$ cat config.mk
export PLATFORM = sky130hd
export DESIGN_NAME = ppi_interp
export DESIGN_NICKNAME = d
export VERILOG_FILES = /design/src/rtl/ppi_pkg.sv /design/src/rtl/ppi_interp.sv
export SDC_FILE = /design/constraint.sdc
export NUM_CORES = 1
export LEC_CHECK = 0
export BUFFER_PORTS_ARGS = -buffer_cell sky130_fd_sc_hd__buf_2
export CAP_MARGIN = 40
export CORE_ASPECT_RATIO = 0.8
export CORE_MARGIN = 4
export CORE_UTILIZATION = 58
export DETAILED_ROUTE_END_ITERATION = 16
export GPL_ROUTABILITY_DRIVEN = 0
export PLACE_DENSITY = 0.8
export SLEW_MARGIN = 20
export SYNTH_ARGS = -nofsm -noshare
export SYNTH_HDL_FRONTEND = slang
export SYNTH_SLANG_ARGS = --single-unit
export TNS_END_PERCENT = 10
$ cat constraint.sdc
create_clock -name clk -period 4.9 [get_ports clk]
set_input_delay 0.49 -clock clk [delete_from_list [all_inputs] [get_ports clk]]
set_output_delay 0.49 -clock clk [all_outputs]
set_load 0.01 [all_outputs]
$ cat src/rtl/ppi_pkg.sv
// Shared constants and types of the positioning program interpreter
package ppi_pkg;
    // Register byte offsets
    localparam logic [7:0]  PPI_OFF_CTRL = 8'h00;
    localparam logic [7:0]  PPI_OFF_CMD  = 8'h04;
    localparam logic [7:0]  PPI_OFF_FEED = 8'h08;
    localparam logic [7:0]  PPI_OFF_STMT = 8'h0C;
    localparam logic [7:0]  PPI_OFF_STAT = 8'h10;
    localparam logic [7:0]  PPI_OFF_AUX  = 8'h14;
    localparam logic [7:0]  PPI_OFF_ATTR = 8'h18;

    // Command register bit positions (write-only pulses)
    localparam int PPI_CMD_ENTER     = 0;
    localparam int PPI_CMD_MD_XFER   = 1;
    localparam int PPI_CMD_MD_OK     = 2;
    localparam int PPI_CMD_REF_SET   = 3;
    localparam int PPI_CMD_TEACH_EN  = 4;
    localparam int PPI_CMD_TEACH_DIS = 5;

    // Sticky status bit positions, write one to clear
    localparam int PPI_STAT_SYNTAX  = 2;
    localparam int PPI_STAT_REFUSED = 3;

    // Value limits of the statement fields
    localparam logic [7:0]  PPI_AUX_DEFAULT = 8'hFF;
    localparam logic [6:0]  PPI_AUX_MAX     = 7'h63;
    localparam logic [16:0] PPI_FEED_MAX    = 17'h0_FDE8;
    localparam logic [16:0] PPI_SPEED_MIN   = 17'h0_000A;
    localparam logic [16:0] PPI_DWELL_MIN   = 17'h0_0001;

    // Dwell time base
    localparam int PPI_CLK_HZ        = 50_000_000;
    localparam int PPI_DWELL_UNIT_MS = 100;
    localparam int PPI_DWELL_CYC     = PPI_CLK_HZ / 1000 * PPI_DWELL_UNIT_MS;

    typedef struct packed {
        logic       halt;
        logic       prog_end;
        logic       extra_aux;
        logic       absolute;
        logic       offset;
        logic       blend;
        logic       call;
        logic       home;
        logic       loop_end;
        logic       rep;
        logic       dwell;
        logic       rapid;
        logic       target;
        logic       has_feed;
        logic       has_aux;
        logic [6:0] aux;
    } ppi_stmt_t;

    typedef struct packed {
        logic closed_loop;
        logic unit_inch;
        logic single;
    } ppi_ctrl_t;

    typedef struct packed {
        logic loop_back;
        logic halt_pend;
        logic refused;
        logic syntax_err;
        logic wait_enter;
        logic busy;
    } ppi_stat_t;

    typedef struct packed {
        logic running;
        logic md_missing;
        logic ref_missing;
        logic teach;
        logic closed_loop;
        logic pos_reached;
        logic unit;
    } ppi_attr_t;

    typedef enum {PPI_IDLE, PPI_WAIT, PPI_MOVE, PPI_DWELL} ppi_state_t;

    localparam ppi_ctrl_t PPI_CTRL_RST = 3'h0;
    localparam ppi_attr_t PPI_ATTR_RST = 7'h30;
    localparam ppi_stmt_t PPI_STMT_RST = 22'h00_0000;
endpackage

$ cat src/rtl/ppi_interp.sv
// Statement interpreter of the positioning module with APB registers
//
// Added by the designer: the APB interface to the registers and the address map.
`timescale 1ns/1ps
module ppi_interp
    import ppi_pkg::*;
#(
    parameter int DWELL_CYC = PPI_DWELL_CYC
)
(
    input  wire logic        clk,
    input  wire logic        rst,
    input  wire logic        psel,
    input  wire logic        penable,
    input  wire logic        pwrite,
    input  wire logic [7:0]  paddr,
    input  wire logic [31:0] pwdata,
    output logic      [31:0] prdata,
    output logic             pready,
    output logic             pslverr,
    input  wire logic        motion_done,
    input  wire logic        ref_approached,
    output logic             motion_start,
    output logic             motion_home,
    output logic             motion_abs,
    output logic             motion_blend,
    output logic             dwell_active,
    output logic      [7:0]  aux_code,
    output ppi_attr_t        axis_attr
);
    localparam int TW = (DWELL_CYC > 1) ? $clog2(DWELL_CYC) : 1;

    function automatic logic ppi_hit(input logic [7:0] a, input logic [7:0] off);
        return a == off;
    endfunction

    // Statement ordering and value checks
    function automatic logic ppi_syntax_ok(input ppi_stmt_t s, input logic [16:0] f);
        logic ok;
        ok = 1'b1;
        if (s.call && |{s[21:16], s[14:7]})
            ok = 1'b0;
        if (s.rapid && !s.target)
            ok = 1'b0;
        if (s.dwell && (s.target || !s.has_feed))
            ok = 1'b0;
        if (s.loop_end && |{s[21:14], s[12:7]})
            ok = 1'b0;
        if (s.rep && (!s.has_feed || s.has_aux))
            ok = 1'b0;
        if (s.home && s.target)
            ok = 1'b0;
        if (s.target && !s.rapid && !s.has_feed)
            ok = 1'b0;
        if (s.has_feed && !(s.target || s.dwell || s.rep))
            ok = 1'b0;
        if (s.prog_end && s.extra_aux)
            ok = 1'b0;
        if (s.has_aux && s.aux > PPI_AUX_MAX)
            ok = 1'b0;
        if (s.has_feed && f > PPI_FEED_MAX)
            ok = 1'b0;
        if (s.target && s.has_feed && f < PPI_SPEED_MIN)
            ok = 1'b0;
        if (s.dwell && f < PPI_DWELL_MIN)
            ok = 1'b0;
        return ok;
    endfunction

    ppi_ctrl_t   ctrl;
    ppi_stmt_t   cur;
    ppi_state_t  state;
    logic [16:0] feed;
    logic [16:0] cur_feed;
    logic [16:0] dwell_left;
    logic [16:0] loop_left;
    logic [TW-1:0] tick;
    logic        loop_inf;
    logic        loop_back;
    logic        halt_pend;
    logic        syntax_err;
    logic        refused;
    logic        md_ok;

    // Bus decode
    wire logic setup    = psel & ~penable;
    wire logic access   = psel & penable & pready;
    wire logic wr       = access & pwrite;
    wire logic wr_ctrl  = wr & ppi_hit(paddr, PPI_OFF_CTRL);
    wire logic wr_cmd   = wr & ppi_hit(paddr, PPI_OFF_CMD);
    wire logic wr_feed  = wr & ppi_hit(paddr, PPI_OFF_FEED);
    wire logic wr_stmt  = wr & ppi_hit(paddr, PPI_OFF_STMT);
    wire logic wr_stat  = wr & ppi_hit(paddr, PPI_OFF_STAT);
    wire logic mapped   = ppi_hit(paddr, PPI_OFF_CTRL) | ppi_hit(paddr, PPI_OFF_CMD)
                        | ppi_hit(paddr, PPI_OFF_FEED) | ppi_hit(paddr, PPI_OFF_STMT)
                        | ppi_hit(paddr, PPI_OFF_STAT) | ppi_hit(paddr, PPI_OFF_AUX)
                        | ppi_hit(paddr, PPI_OFF_ATTR);
    // A statement cannot be replaced while the previous one still runs
    wire logic busy_err = pwrite & ppi_hit(paddr, PPI_OFF_STMT) & (state != PPI_IDLE);

    wire logic enter     = wr_cmd & pwdata[PPI_CMD_ENTER];
    wire logic md_xfer   = wr_cmd & pwdata[PPI_CMD_MD_XFER];
    wire logic ref_set   = wr_cmd & pwdata[PPI_CMD_REF_SET];
    wire logic teach_en  = wr_cmd & pwdata[PPI_CMD_TEACH_EN];
    wire logic teach_dis = wr_cmd & pwdata[PPI_CMD_TEACH_DIS];

    wire ppi_stmt_t s   = ppi_stmt_t'(pwdata[21:0]);
    wire logic syn_ok   = ppi_syntax_ok(s, feed);
    wire logic acc      = wr_stmt & ~pslverr;
    wire logic acc_ok   = acc & syn_ok;
    wire logic job      = s.target | s.home | s.dwell;
    wire logic zero_job = s.halt & ~job;
    wire logic md_bad   = (s.target | s.home) & (axis_attr.md_missing | ~md_ok);
    wire logic no_ref   = s.target & s.absolute & axis_attr.ref_missing;
    wire logic refuse   = md_bad | no_ref;
    wire logic need_ent = (job | zero_job) & (halt_pend | ctrl.single);
    wire logic go_new   = acc_ok & ~refuse & (job | zero_job) & ~need_ent;
    wire logic go_wait  = (state == PPI_WAIT) & enter;
    wire logic start_go = go_new | go_wait;
    wire ppi_stmt_t st  = go_wait ? cur : s;
    wire logic st_job   = st.target | st.home | st.dwell;
    wire logic tick_end = tick == TW'(DWELL_CYC - 1);
    wire logic dwell_end = (state == PPI_DWELL) & tick_end & (dwell_left == 17'h0_0001);
    wire logic job_end  = ((state == PPI_MOVE) & motion_done) | dwell_end;
    wire logic end_stmt = acc_ok & s.prog_end & ~job & ~zero_job;

    wire ppi_stat_t stat = '{loop_back, halt_pend, refused, syntax_err,
                            state == PPI_WAIT, state != PPI_IDLE};
    wire logic [31:0] rd_val =
        ppi_hit(paddr, PPI_OFF_CTRL) ? {29'h0, ctrl} :
        ppi_hit(paddr, PPI_OFF_FEED) ? {15'h0, feed} :
        ppi_hit(paddr, PPI_OFF_STMT) ? {10'h0, cur} :
        ppi_hit(paddr, PPI_OFF_STAT) ? {26'h0, stat} :
        ppi_hit(paddr, PPI_OFF_AUX)  ? {24'h0, aux_code} :
        ppi_hit(paddr, PPI_OFF_ATTR) ? {25'h0, axis_attr} : 32'h0000_0000;

    // Zero-wait slave: answer prepared in the setup cycle
    always_ff @(posedge clk)
    begin
        if (rst)
        begin
            pready  <= 1'b0;
            pslverr <= 1'b0;
            prdata  <= 32'h0000_0000;
        end
        else
        begin
            pready  <= setup;
            pslverr <= setup & (~mapped | busy_err);
            prdata  <= (setup & ~pwrite) ? rd_val : 32'h0000_0000;
        end
    end

    always_ff @(posedge clk)
    begin
        if (rst)
        begin
            ctrl <= PPI_CTRL_RST;
            feed <= 17'h0_0000;
        end
        else
        begin
            if (wr_ctrl)
                ctrl <= ppi_ctrl_t'(pwdata[2:0]);
            if (wr_feed)
                feed <= pwdata[16:0];
        end
    end

    // Sticky errors; a new event wins over a clear in the same cycle
    always_ff @(posedge clk)
    begin
        if (rst)
        begin
            syntax_err <= 1'b0;
            refused    <= 1'b0;
        end
        else
        begin
            syntax_err <= (acc & ~syn_ok)
                        | (syntax_err & ~(wr_stat & pwdata[PPI_STAT_SYNTAX]));
            refused    <= (acc_ok & refuse)
                        | (refused & ~(wr_stat & pwdata[PPI_STAT_REFUSED]));
        end
    end

    // Statement sequencer
    always_ff @(posedge clk)
    begin
        if (rst)
        begin
            state        <= PPI_IDLE;
            cur          <= PPI_STMT_RST;
            cur_feed     <= 17'h0_0000;
            halt_pend    <= 1'b0;
            motion_start <= 1'b0;
            motion_home  <= 1'b0;
            motion_abs   <= 1'b0;
            motion_blend <= 1'b0;
        end
        else
        begin
            motion_start <= 1'b0;
            if (acc_ok && !refuse && (job || zero_job) && need_ent)
            begin
                state    <= PPI_WAIT;
                cur      <= s;
                cur_feed <= feed;
            end
            if (end_stmt)
                halt_pend <= 1'b0;
            if (start_go)
            begin
                cur       <= st;
                halt_pend <= 1'b0;
                if (go_new)
                    cur_feed <= feed;
                if (st.target || st.home)
                begin
                    state        <= PPI_MOVE;
                    motion_start <= 1'b1;
                    motion_home  <= st.home;
                    motion_abs   <= st.absolute;
                    motion_blend <= st.blend & ~st.halt;
                end
                else if (st.dwell)
                    state <= PPI_DWELL;
                else
                begin
                    state     <= PPI_IDLE;
                    halt_pend <= ~ctrl.single;
                end
            end
            else if (job_end)
            begin
                state <= PPI_IDLE;
                halt_pend <= cur.halt & ~ctrl.single;
            end
        end
    end

    // Dwell timer in units of the dwell base
    always_ff @(posedge clk)
    begin
        if (rst)
        begin
            tick         <= '0;
            dwell_left   <= 17'h0_0000;
            dwell_active <= 1'b0;
        end
        else if (start_go && st.dwell)
        begin
            tick         <= '0;
            dwell_left   <= go_wait ? cur_feed : feed;
            dwell_active <= 1'b1;
        end
        else if (state == PPI_DWELL)
        begin
            tick <= tick_end ? '0 : tick + 1'b1;
            if (tick_end)
                dwell_left <= dwell_left - 17'h0_0001;
            if (dwell_end)
                dwell_active <= 1'b0;
        end
    end

    // Auxiliary code output
    always_ff @(posedge clk)
    begin
        if (rst)
            aux_code <= PPI_AUX_DEFAULT;
        else if (start_go && st_job && st.has_aux)
            aux_code <= {1'b0, st.aux};
        else if (end_stmt)
            aux_code <= PPI_AUX_DEFAULT;
    end

    // Loop repetition bookkeeping
    always_ff @(posedge clk)
    begin
        if (rst)
        begin
            loop_left <= 17'h0_0000;
            loop_inf  <= 1'b0;
            loop_back <= 1'b0;
        end
        else if (acc_ok && s.rep)
        begin
            loop_left <= feed;
            loop_inf  <= feed == 17'h0_0000;
            loop_back <= 1'b0;
        end
        else if (acc_ok && s.loop_end)
        begin
            loop_back <= loop_inf | (loop_left > 17'h0_0001);
            if (!loop_inf && loop_left != 17'h0_0000)
                loop_left <= loop_left - 17'h0_0001;
        end
    end

    // Axis attributes
    always_ff @(posedge clk)
    begin
        if (rst)
        begin
            axis_attr <= PPI_ATTR_RST;
            md_ok     <= 1'b0;
        end
        else
        begin
            axis_attr.unit        <= ctrl.unit_inch;
            axis_attr.closed_loop <= ctrl.closed_loop;
            if (start_go)
                axis_attr.pos_reached <= ~st_job;
            else if (job_end)
                axis_attr.pos_reached <= 1'b1;
            if (md_xfer)
            begin
                axis_attr.md_missing <= 1'b0;
                md_ok                <= pwdata[PPI_CMD_MD_OK];
            end
            if (ref_set || ref_approached)
                axis_attr.ref_missing <= 1'b0;
            if (teach_en)
                axis_attr.teach <= 1'b1;
            else if (teach_dis)
                axis_attr.teach <= 1'b0;
            if (end_stmt)
                axis_attr.running <= 1'b0;
            else if (acc_ok)
                axis_attr.running <= 1'b1;
        end
    end
endmodule

==> reports/results.md, run 1 <==
| Metric | This run | Unit |
|:---|:---|:---|
| Uppermost layer routed | met4 | - |
| CTS Hold Buffers Added | 0 | - |
| Number of resized instances in the post-cts repair step | 0 | - |
| Flop-to-flop setup slack | 1.49 | ns |
| First-pass GRT wire length | 37.0 | mm |
| Reported max-cap violation count | 0 | - |
| Most instantiated flip-flop cell in the synthesis netlist | dfxtp_1 | - |
| Effective utilization at floorplan | 0.597 | - |
| Routed via count | 7,757 | - |
| Crit Path Category | input pin to flop | - |
| Pre-CTS worst setup slack | 0.999 | ns |
| Worst-Skew Late Latency | 0.44 | ns |
| Detailed route wirelength on metal3 | 2.45 | mm |
| IO Port Bufs | 80 | - |
| Total Routed Length | 23.0 | mm |
| Syn Area/Cell | 8.04 | um2 |
| Worst hold slack | 0.312 | ns |
| Commonest cells post-synth | 185 x nand2_1, 168 x dfxtp_1, 103 x nor2_1 | - |
| Result of the run | completed | - |
| Worst setup SP type | input pin | - |
| Post-synth EDFFs | 0 | - |
| Summed negative setup slack over all endpoints | 0 | ns |
| Switching share of power | 0.220 | - |
| Biggest area consumer among synthesized cells | dfxtp_1 | - |
| Met2 Wirelength | 9.97 | mm |
| Delay of the slowest cell on the worst path | 0.70 | ns |
| Via count of the first global-routing pass | 7,145 | - |
| Vias per inst | 6.14 | - |
| Most frequently used cell type in the post-synthesis netlist | nand2_1 | - |
| Wire length per cell | 18.2 | um |
| Peak supply drop | 256 | uV |
| Count of buffer and inverter cells on the critical path | 2 | - |
| DRC marker count from the first detailed-route iteration | 863 | - |
| Area of the core | 13,700 | um2 |
| Reg-to-Reg Start | pready | - |
| Worst endpoint data arrival time | 3.81 | ns |
| Timing-limited maximum frequency | 0.286 | GHz |
| Portion of synthesized cell area occupied by the leading cell type | 0.411 | - |
| Hold Path Sink | cur[17] | - |
| Reg-to-reg critical path endpoint | tick[14] | - |
| P per Cell Area | 309 | nW/um2 |
| Number of filler instances in the final layout | 1,134 | - |
| # placed instances | 1,232 | - |
| Chip height | 114 | um |
| Fraction of registers with async set/reset | 0 | - |
| Summed instance area of the synthesized netlist | 8180 | um2 |
| Area Overhead vs Synth | 13.5 | % |
| CP Cell Sequence | buf_2 > or4_4 > or4_1 > or3_1 > o41ai_4 > buf_4 > or3_1 > nor2_1 | - |
| Number of synthesis warnings | 0 | - |
| H-tree depth reported by CTS | 4 | - |
| Portion of total power attributed to the clock network | 0.486 | - |
| Slew Limit Headroom | 0.486 | - |
| Grt total ovfl | 0 | - |
| # clock sinks | 168 | - |
| Clock Root Buffer | clkbuf_16 | - |
| Maximum clock insertion buffer count | 2 | - |
| Total number of nets in the final design | 1,123 | - |
| Seq cells post-synth | 168 | - |
| Most frequent cell on the critical path | or3_1 | - |
| Largest net degree at the start of global routing | 66 | - |
| Worst hold-check path type | input pin to flop | - |
| Crit Path Max Fanout | 31 | - |
| Crit path max-delay family | simple AND/OR/NAND/NOR gates | - |
| Pleak | 3.50 | nW |
| Gate count of the mapped netlist | 1,018 | - |
| Multi-input gate area in the final layout | 4460 | um2 |
| Slew at the pin closest to its max-slew limit | 0.765 | ns |
| Critical Path RT | 5.21 | ns |
| Sequential cell area | 3360 | um2 |
| Gate power share | 0.037 | - |
| Area of the die | 16,100 | um2 |
| X dimension of the die | 141 | um |
| Max Slew Vio Count | 0 | - |
| Unique cell type count in the Yosys netlist | 69 | - |
| Final total power | 0.00287 | W |
| Non-filler cells in the finished layout | 1,264 | - |
| First drt pass iteration count | 8 | - |
| Top-level I/O count | 101 | - |
| Initial antenna violation count | 0 | - |
| Worst clock skew | 0.0112 | ns |
| Reg clk slew, reported paths | 0.06 | ns |
| Setup repair after global routing missed its margin | false | - |
| Cell depth of the worst flop-to-flop path | 7 | - |
| Fin worst setup slack | 1.40 | ns |
| DRC violations left | 0 | - |
| Launch point of the worst hold path | pwdata[17] | - |
| Cell row count | 38 | - |
| Final Cycle Share | 0.714 | - |
| Overall track demand over capacity in global routing | 0.285 | - |
| Fraction of final layout cells with drive strength greater than 1 | 0.161 | - |
| DRT antenna net count | 0 | - |
| Met1 Routed Length | 9.97 | mm |
| Buffers inserted by post-CTS timing repair | 0 | - |
| Part of the power in registers | 0.476 | - |
| Cells taking the most area after synthesis | dfxtp_1 41%, nand2_1 8.5%, a21oi_1 5.2% | - |
| Critical Path Sink Type | flop | - |
| Switching component of the power | 0.000632 | W |
| N_diodes | 0 | - |
| CTS tree | built | - |
| Hpwl dp | 15.7 | mm |
| Post-layout min period | 3.50 | ns |
| Share of synthesized area occupied by flip-flops and latches | 0.411 | - |
| Total CTS buffers | 17 | - |
| Internal Pwr Total | 0.00224 | W |
| Hold Path Depth | 3 | - |
| Slowest-stage cell, CP | or4_1 | - |
| Final number of hold-violating endpoints | 0 | - |
| Final setup viols | 0 | - |
==> per-stage QoR <==
stage | instance area, um2 | util
6_report | 9290 | 0.678
3_5_place_dp | 8670 | 0.633
5_1_grt | 9290 | 0.678
4_1_cts | 9290 | 0.678
2_1_floorplan | 8220 | -
3_3_place_gp | 8630 | 0.631
==> worst max-delay path by stage <==
stage | startpoint | endpoint | cells past startpoint
after floorplan | paddr[4] | dwell_left[0] | 8
after global placement | paddr[4] | tick[3] | 8
after detailed placement | paddr[4] | tick[14] | 8
after CTS | paddr[4] | tick[14] | 8
after global routing | pready | tick[3] | 7
final | paddr[4] | tick[14] | 8
==> layout make-up <==
type                    count  share of cell area
repair buffers             97              0.0587
inverters                  20             0.00808
clock buffers              21              0.0507
flip-flops and latches    168               0.362
clock inverters            11              0.0156
multi-input cells         767               0.481
well taps                 180              0.0242
==> metal layers <==
layer,global-route usage,vias up
li1,-,3676
met1,0.405,3621
met2,0.429,398
met3,0.0626,62
met4,0.103,0
met5,0,-
==> worst register-to-register path: cells and delay by family (launching register included) <==
kind            cells  cell delay [ns]
flops               1             0.32
simple gates        5             2.20
compound gates      1             0.34
buf+inv             1             0.43
==> logic make-up (layout without fill, tap and decap cells) <==
group / count (synthesis) / count (layout) / synth area share
adders and majority gates: 5 / 5 / 0.00765
buffers and inverters: 92 / 149 / 0.0505
other: 1 / 10 / 0.000458
DFF: 168 / 168 / 0.411
AOI/OAI and AO/OA: 206 / 206 / 0.178
and+or+nand+nor: 486 / 486 / 0.284
xor gates and xnor gates: 38 / 38 / 0.0407
muxes: 22 / 22 / 0.0277
==> layout by cell type, fill, tap and decap left out, drive strengths merged, types with 4 or more instances in the layout <==
master,n
nand2,185
or3,13
nand3,31
clkinv,4
xor2,25
conb,10
nand3b,4
or4,7
nor2,107
a311oi,13
a211oi,14
nor4,27
a31oi,10
a22o,11
and3,15
mux2,5
nor2b,16
a21oi,86
xnor2,13
o211ai,7
and2,4
nor4bb,4
ha,5
nor3b,5
nand4,13
buf,97
o21ai,18
clkbuf,21
a2bb2oi,4
a22oi,10
or2,10
mux2i,17
nor3,27
nand2b,9
dfxtp,168
inv,21
==> power by group through the flow <==
| stage | Combinational (W) | Sequential, W | Clock [W] |
|---|---|---|---|
| 6_report | 0.000106 | 0.00137 | 0.00140 |
| 5_1_grt | 0.000115 | 0.00137 | 0.00146 |
| 4_1_cts | 0.000103 | 0.00137 | 0.00140 |
| 3_5_place_dp | 0.000103 | 0.00140 | 0 |
| 3_3_place_gp | 0.000102 | 0.00140 | 0 |
| 2_1_floorplan | 0.0000654 | 0.00140 | 0 |
Note: power is estimated with default switching activity, not from simulation.
==> run 2: changes to the inputs <==
==> constraint.sdc (replaced) <==
create_clock -name clk -period 3.6 [get_ports clk]
set_input_delay 0.36 -clock clk [delete_from_list [all_inputs] [get_ports clk]]
set_output_delay 0.36 -clock clk [all_outputs]
set_load 0.01 [all_outputs]
==> reports/results.md, run 2 (synthesis gave the netlist of run 1 again) <==
| Metric | This run | Unit | Delta |
|:---|:---|:---|:---|
| Result of the run | completed | - |  |
| Final total power | 0.00377 | W | +31% |
| Grt total ovfl | 0 | - | unchanged |
| Pleak | 3.56 | nW | +1.8% |
| Crit Path Category | flop to flop | - |  |
| Cell depth of the worst flop-to-flop path | 8 | - | +1 |
| Max Slew Vio Count | 0 | - | unchanged |
| Final core utilization | 0.683 | - | +0.00512 |
| Worst hold slack | 0.205 | ns | -0.107 ns |
| Final setup viols | 0 | - | unchanged |
| Delay of the slowest cell on the worst path | 0.71 | ns | about the same |
| Via count of the first global-routing pass | 7,083 | - | -0.87% |
| Vias per inst | 6.16 | - | +0.30% |
| Reg clk slew, reported paths | 0.06 | ns | about the same |
| Total number of nets in the final design | 1,139 | - | +1.4% |
| DRC marker count from the first detailed-route iteration | 882 | - | +2.2% |
| Total CTS buffers | 17 | - | unchanged |
| Cell row count | 38 | - | unchanged |
| Slowest-stage cell, CP | or4_1 | - |  |
| Clock Root Buffer | clkbuf_16 | - |  |
| Crit path max-delay family | compound AO/OA/AOI/OAI gates | - |  |
| Worst clock skew | 0.00777 | ns | -0.00344 ns |
| Final number of hold-violating endpoints | 0 | - | unchanged |
| Area of the die | 16,100 | um2 | unchanged |
| Timing-limited maximum frequency | 0.310 | GHz |  |
| Most frequent standard cell in the layout excluding fill and tap cells | nand2_1 | - |  |
| Fraction of final layout cells with drive strength greater than 1 | 0.169 | - | +0.00813 |
| Commonest cells after routing, fill and taps aside | 185 x nand2_1, 168 x dfxtp_1, 103 x nor2_1 | - |  |
| Worst setup SP type | flop | - |  |
| X dimension of the die | 141 | um | unchanged |
| Peak supply drop | 323 | uV | +26% |
| Count of buffer and inverter cells on the critical path | 1 | - | -1 |
| Critical Path Sink Type | flop | - |  |
| Reg-to-reg critical path endpoint | dwell_left[11] | - |  |
| Launch point of the worst hold path | pwdata[17] | - |  |
| Gr busiest metal | met2 | - |  |
| First drt pass iteration count | 5 | - | -3 |
| Summed negative setup slack over all endpoints | 0 | ns | unchanged |
| Hold Path Depth | 3 | - | unchanged |
| Maximum clock insertion buffer count | 2 | - | unchanged |
| Reg-to-Reg Start | feed[0] | - |  |
| M1 GR Usage | 0.411 | - | +0.00571 |
| Crit Path Max Fanout | 23 | - | -26% |
| H-tree depth reported by CTS | 4 | - | unchanged |
| Worst endpoint data arrival time | 3.55 | ns | -0.26 ns |
| CTS Hold Buffers Added | 0 | - | unchanged |
| Slew Limit Headroom | 0.459 | - | -0.0267 |
| Routed via count | 7,860 | - | +1.3% |
| DRT antenna net count | 0 | - | unchanged |
| Worst hold-check path type | input pin to flop | - |  |
| CTS tree | built | - |  |
| Met3 track demand over resource | 0.0731 | - | +0.0104 |
| First-pass GRT wire length | 36.9 | mm | -0.13% |
| Number of resized instances in the post-cts repair step | 0 | - | unchanged |
| Slew at the pin closest to its max-slew limit | 0.812 | ns | +0.0471 ns |
| Number of filler instances in the final layout | 1,120 | - | -1.2% |
| Reported max-cap violation count | 0 | - | unchanged |
| Setup repair after global routing missed its margin | false | - |  |
| IO Port Bufs | 80 | - | unchanged |
| Worst-Skew Late Latency | 0.43 | ns | about the same |
| Initial antenna violation count | 1 | - | +1 |
| Effective utilization at floorplan | 0.597 | - | unchanged |
| N_diodes | 0 | - | unchanged |
| CP Cell Sequence | o31ai_1 > a2111oi_0 > or2_2 > or4_1 > o41ai_4 > buf_12 > nor2_1 > a311oi_2 | - |  |
| Flop-to-flop setup slack | 0.38 | ns | -1.11 ns |
| Final Cycle Share | 0.895 | - |  |
| Top-level I/O count | 101 | - | unchanged |
| Post-layout min period | 3.22 | ns |  |
| # clock sinks | 168 | - | unchanged |
| Critical Path RT | 3.93 | ns | -1.28 ns |
| Area Overhead vs Synth | 14.4 | % |  |
| Total Routed Length | 23.2 | mm | +1.3% |
| Largest net degree at the start of global routing | 71 | - | +7.6% |
| DRC violations left | 0 | - | unchanged |
| Buffers inserted by post-CTS timing repair | 0 | - | unchanged |
| Overall track demand over capacity in global routing | 0.287 | - | +0.00171 |
| Wire length per cell | 18.2 | um | +0.22% |
| Hold Path Sink | cur[17] | - |  |
| P per Cell Area | 403 | nW/um2 | +30% |
| Global Route met2 Usage | 0.420 | - | -0.00893 |
| Area of the core | 13,700 | um2 | unchanged |
| Chip height | 114 | um | unchanged |
| Hpwl dp | 16.3 | mm | +3.7% |
## run 2: cell types whose count changed in the layout (fill, tap and decap cells not counted)
cell and change:
buf_4 +17, clkbuf_8 +4, clkinvlp_4 -3, buf_8 -2, bufinv_16 -2, clkbuf_1 +2, clkinv_2 -2, buf_12 +1
clkinv_4 -1, inv_6 -1
## run 2: report_power, final
group / internal [W] / switching [W] / leakage [nW]
logic: 0.0000431 / 0.000104 / 1.93
registers: 0.00186 / 0.00000139 / 1.35
clock network: 0.00107 / 0.000694 / 0.281
total: 0.00297 / 0.000800 / 3.56
## run 2: worst max path at each step
stage / endpoint / from / depth (start not counted) / slack (ns)
2_1_floorplan: dwell_left[0] / paddr[4] / 8 / 0.55
3_3_place_gp: dwell_left[1] / paddr[4] / 8 / 0.30
3_5_place_dp: loop_left[3] / paddr[4] / 9 / 0.26
4_1_cts: dwell_left[11] / feed[0] / 8 / 0.48
5_1_grt: dwell_left[4] / feed[0] / 8 / 0.29
6_report: dwell_left[11] / feed[0] / 8 / 0.38
## run 2: cell type report
| type | instances | area [um2] | area share |
|---|---|---|---|
| Timing Repair Buffer | 113 | 663 | 0.0709 |
| Clock inverter | 2 | 35.0 | 0.00374 |
| Clock buffer | 27 | 533 | 0.0570 |
| Tap cell | 180 | 225 | 0.0241 |
| Multi-Input combinational cell | 767 | 4460 | 0.477 |
| Sequential cell | 168 | 3360 | 0.359 |
| Inverter | 20 | 75.1 | 0.00802 |
## run 2: worst register-to-register path, cell delays in order, from the launching register on
cell and delay [ns]:
dfxtp_1 0.31, o31ai_1 0.46, a2111oi_0 0.20, or2_2 0.36, or4_1 0.71, o41ai_4 0.49
buf_12 0.25, nor2_1 0.10, a311oi_2 0.26
## run 2: routing by layer
metal	vias up	part of all wire
li1	3712	-
met1	3689	0.45
met2	408	0.43
met3	49	0.098
met4	2	0.022
met5	-	0.00056
## run 2: stage by stage
step / worst slack (ns) / std cells / cell area, um2
finish: 0.378 / 1277 / 9360
global route: 0.293 / 1277 / 9360
CTS: 0.477 / 1277 / 9360
detailed placement: 0.256 / 1248 / 8790
global placement: 0.299 / 1248 / 8790
floorplan: 0.554 / 1027 / 8220
==> run 3: changes to the inputs <==
--- a/config.mk
+++ b/config.mk
@@ -10,6 +10,7 @@
 export CORE_ASPECT_RATIO = 0.8
 export CORE_MARGIN = 4
 export CORE_UTILIZATION = 58
+export CTS_BUF_LIST = sky130_fd_sc_hd__clkbuf_2 sky130_fd_sc_hd__clkbuf_4 sky130_fd_sc_hd__clkbuf_8
 export DETAILED_ROUTE_END_ITERATION = 16
 export GPL_ROUTABILITY_DRIVEN = 0
 export PLACE_DENSITY = 0.8
==> reports/results.md, run 3 (synthesis gave the netlist of run 1 again) <==
| Metric | This run | Unit | Delta |
|:---|:---|:---|:---|
| Result of the run | completed | - |  |
| Area of the die | 16,100 | um2 | unchanged |
| Worst endpoint data arrival time | 3.60 | ns | +0.05 ns |
| Buffers inserted by post-CTS timing repair | 0 | - | unchanged |
| # placed instances | 1,248 | - | unchanged |
| Delay of the slowest cell on the worst path | 0.71 | ns | about the same |
| Critical Path Sink Type | flop | - |  |
| Final setup viols | 0 | - | unchanged |
| Fraction of final layout cells with drive strength greater than 1 | 0.171 | - | +0.00273 |
| Worst setup SP type | flop | - |  |
| Maximum clock insertion buffer count | 2 | - | unchanged |
| Area Overhead vs Synth | 12.2 | % |  |
| Slowest-stage cell, CP | or4_1 | - |  |
| Crit path max-delay family | compound AO/OA/AOI/OAI gates | - |  |
| Reg clk slew, reported paths | 0.08 | ns | +0.02 ns |
| Crit Path Max Fanout | 23 | - | unchanged |
| Standard cell area after detailed placement | 8790 | um2 | unchanged |
| Pleak | 3.48 | nW | -2.2% |
| Commonest cells after routing, fill and taps aside | 185 x nand2_1, 168 x dfxtp_1, 103 x nor2_1 | - |  |
| Switching component of the power | 0.000743 | W | -7.1% |
| Most frequent standard cell in the layout excluding fill and tap cells | nand2_1 | - |  |
| Slew Limit Headroom | 0.478 | - | +0.0187 |
| Routed via count | 7,777 | - | -1.1% |
| Internal Pwr Total | 0.00259 | W | -13% |
| Gate power share | 0.044 | - | +0.005 |
| Post-layout min period | 3.23 | ns | +0.00852 ns |
| CTS Hold Buffers Added | 0 | - | unchanged |
| Area of the core | 13,700 | um2 | unchanged |
| Clock Root Buffer | clkbuf_8 | - |  |
| Grt total ovfl | 0 | - | unchanged |
| CTS tree | built | - |  |
| Chip height | 114 | um | unchanged |
| Critical Path RT | 3.97 | ns | +0.04 ns |
| Crit Path Category | flop to flop | - |  |
| Switching share of power | 0.223 | - | +0.0109 |
| Final Cycle Share | 0.897 | - | +0.00237 |
| Portion of total power attributed to the clock network | 0.398 | - | -0.069 |
| IO Port Bufs | 80 | - | unchanged |
| Setup repair after global routing missed its margin | false | - |  |
| Worst hold slack | 0.163 | ns | -0.0413 ns |
| First-pass GRT wire length | 36.5 | mm | -1.2% |
| Max Slew Vio Count | 0 | - | unchanged |
| Cell row count | 38 | - | unchanged |
| Reported max-cap violation count | 0 | - | unchanged |
| X dimension of the die | 141 | um | unchanged |
| Top-level I/O count | 101 | - | unchanged |
| DRT antenna net count | 0 | - | unchanged |
| DRC marker count from the first detailed-route iteration | 829 | - | -6.0% |
| Vias per inst | 6.09 | - | -1.1% |
| Part of the power in registers | 0.558 | - | +0.064 |
| Number of resized instances in the post-cts repair step | 0 | - | unchanged |
| Non-filler cells in the finished layout | 1,277 | - | unchanged |
| Total CTS buffers | 17 | - | unchanged |
| Summed negative setup slack over all endpoints | 0 | ns | unchanged |
| Timing-limited maximum frequency | 0.310 | GHz | -0.26% |
| P per Cell Area | 363 | nW/um2 | -10% |
| Area of all placed cells without fillers | 9180 | um2 | -1.9% |
| Via count of the first global-routing pass | 6,985 | - | -1.4% |
| Peak supply drop | 245 | uV | -24% |
| Total number of nets in the final design | 1,139 | - | unchanged |
| Worst-Skew Late Latency | 0.47 | ns | +0.04 ns |
| First drt pass iteration count | 5 | - | unchanged |
| Worst clock skew | 0.00960 | ns | +0.00183 ns |
| Slew at the pin closest to its max-slew limit | 0.784 | ns | -0.0281 ns |
| Wire length per cell | 17.9 | um | -1.6% |
| Largest net degree at the start of global routing | 71 | - | unchanged |
| Total Routed Length | 22.9 | mm | -1.6% |
| Hpwl dp | 16.3 | mm | unchanged |
| Worst hold-check path type | input pin to flop | - |  |
| # clock sinks | 168 | - | unchanged |
| Count of buffer and inverter cells on the critical path | 1 | - | unchanged |
| Initial antenna violation count | 0 | - | -1 |
| Overall track demand over capacity in global routing | 0.283 | - | -0.00407 |
| CP Cell Sequence | o31ai_1 > a2111oi_0 > or2_2 > or4_1 > o41ai_4 > buf_12 > nor2_1 > a311oi_2 | - |  |
| H-tree depth reported by CTS | 4 | - | unchanged |
| DRC violations left | 0 | - | unchanged |
| Effective utilization at floorplan | 0.597 | - | unchanged |
| Final number of hold-violating endpoints | 0 | - | unchanged |
| N_diodes | 0 | - | unchanged |
run 3: cell counts in the layout (fill, tap and decap cells not counted):
No cell type changed its count.
run 3: power groups by stage:
stage	Combinational [W]	Clock, W	Sequential, W
6_report	0.000147	0.00133	0.00186
3_3_place_gp	0.000141	0	0.00190
4_1_cts	0.000143	0.00134	0.00186
3_5_place_dp	0.000142	0	0.00190
2_1_floorplan	0.0000890	0	0.00190
5_1_grt	0.000159	0.00140	0.00186
run 3: worst register-to-register path, stage by stage, from the launching register on:
cell	delay, ns
dfxtp_1	0.32
o31ai_1	0.45
a2111oi_0	0.20
or2_2	0.36
or4_1	0.71
o41ai_4	0.49
buf_12	0.25
nor2_1	0.10
a311oi_2	0.25
run 3: layout make-up:
type                            instances  area [um2]
Clock buffer                           27         353
Tap cell                              180         225
Fill cell                            1155        4520
Sequential cell                       168        3360
Clock inverter                          2        35.0
Multi-Input combinational cell        767        4460
Timing Repair Buffer                  113         663
Inverter                               20        75.1
run 3: worst paths after layout:
check	startpoint	endpoint	slack, ns	depth (start not counted)
hold reg to reg	flop	flop	0.45	2
hold / removal	pwdata[16]	feed[16]	0.16	3
setup / recovery	feed[0]	dwell_left[11]	0.37	8
setup reg to reg	feed[0]	dwell_left[11]	0.37	8
run 3: through the flow:
step	total power [W]	setup slack, ns	util
after floorplan	0.00199	0.554	-
after global placement	0.00204	0.299	0.642
after detailed placement	0.00205	0.256	0.642
after CTS	0.00335	0.473	0.670
after global routing	0.00342	0.265	0.670
final	0.00333	0.370	0.670
run 3: routing by layer:
metal,vias up,routed length (um),GRT usage
met4,0,468,0.0923
met1,3678,10400,0.407
li1,3705,-,-
met2,355,9820,0.415
met5,-,0,0
met3,39,2150,0.0731
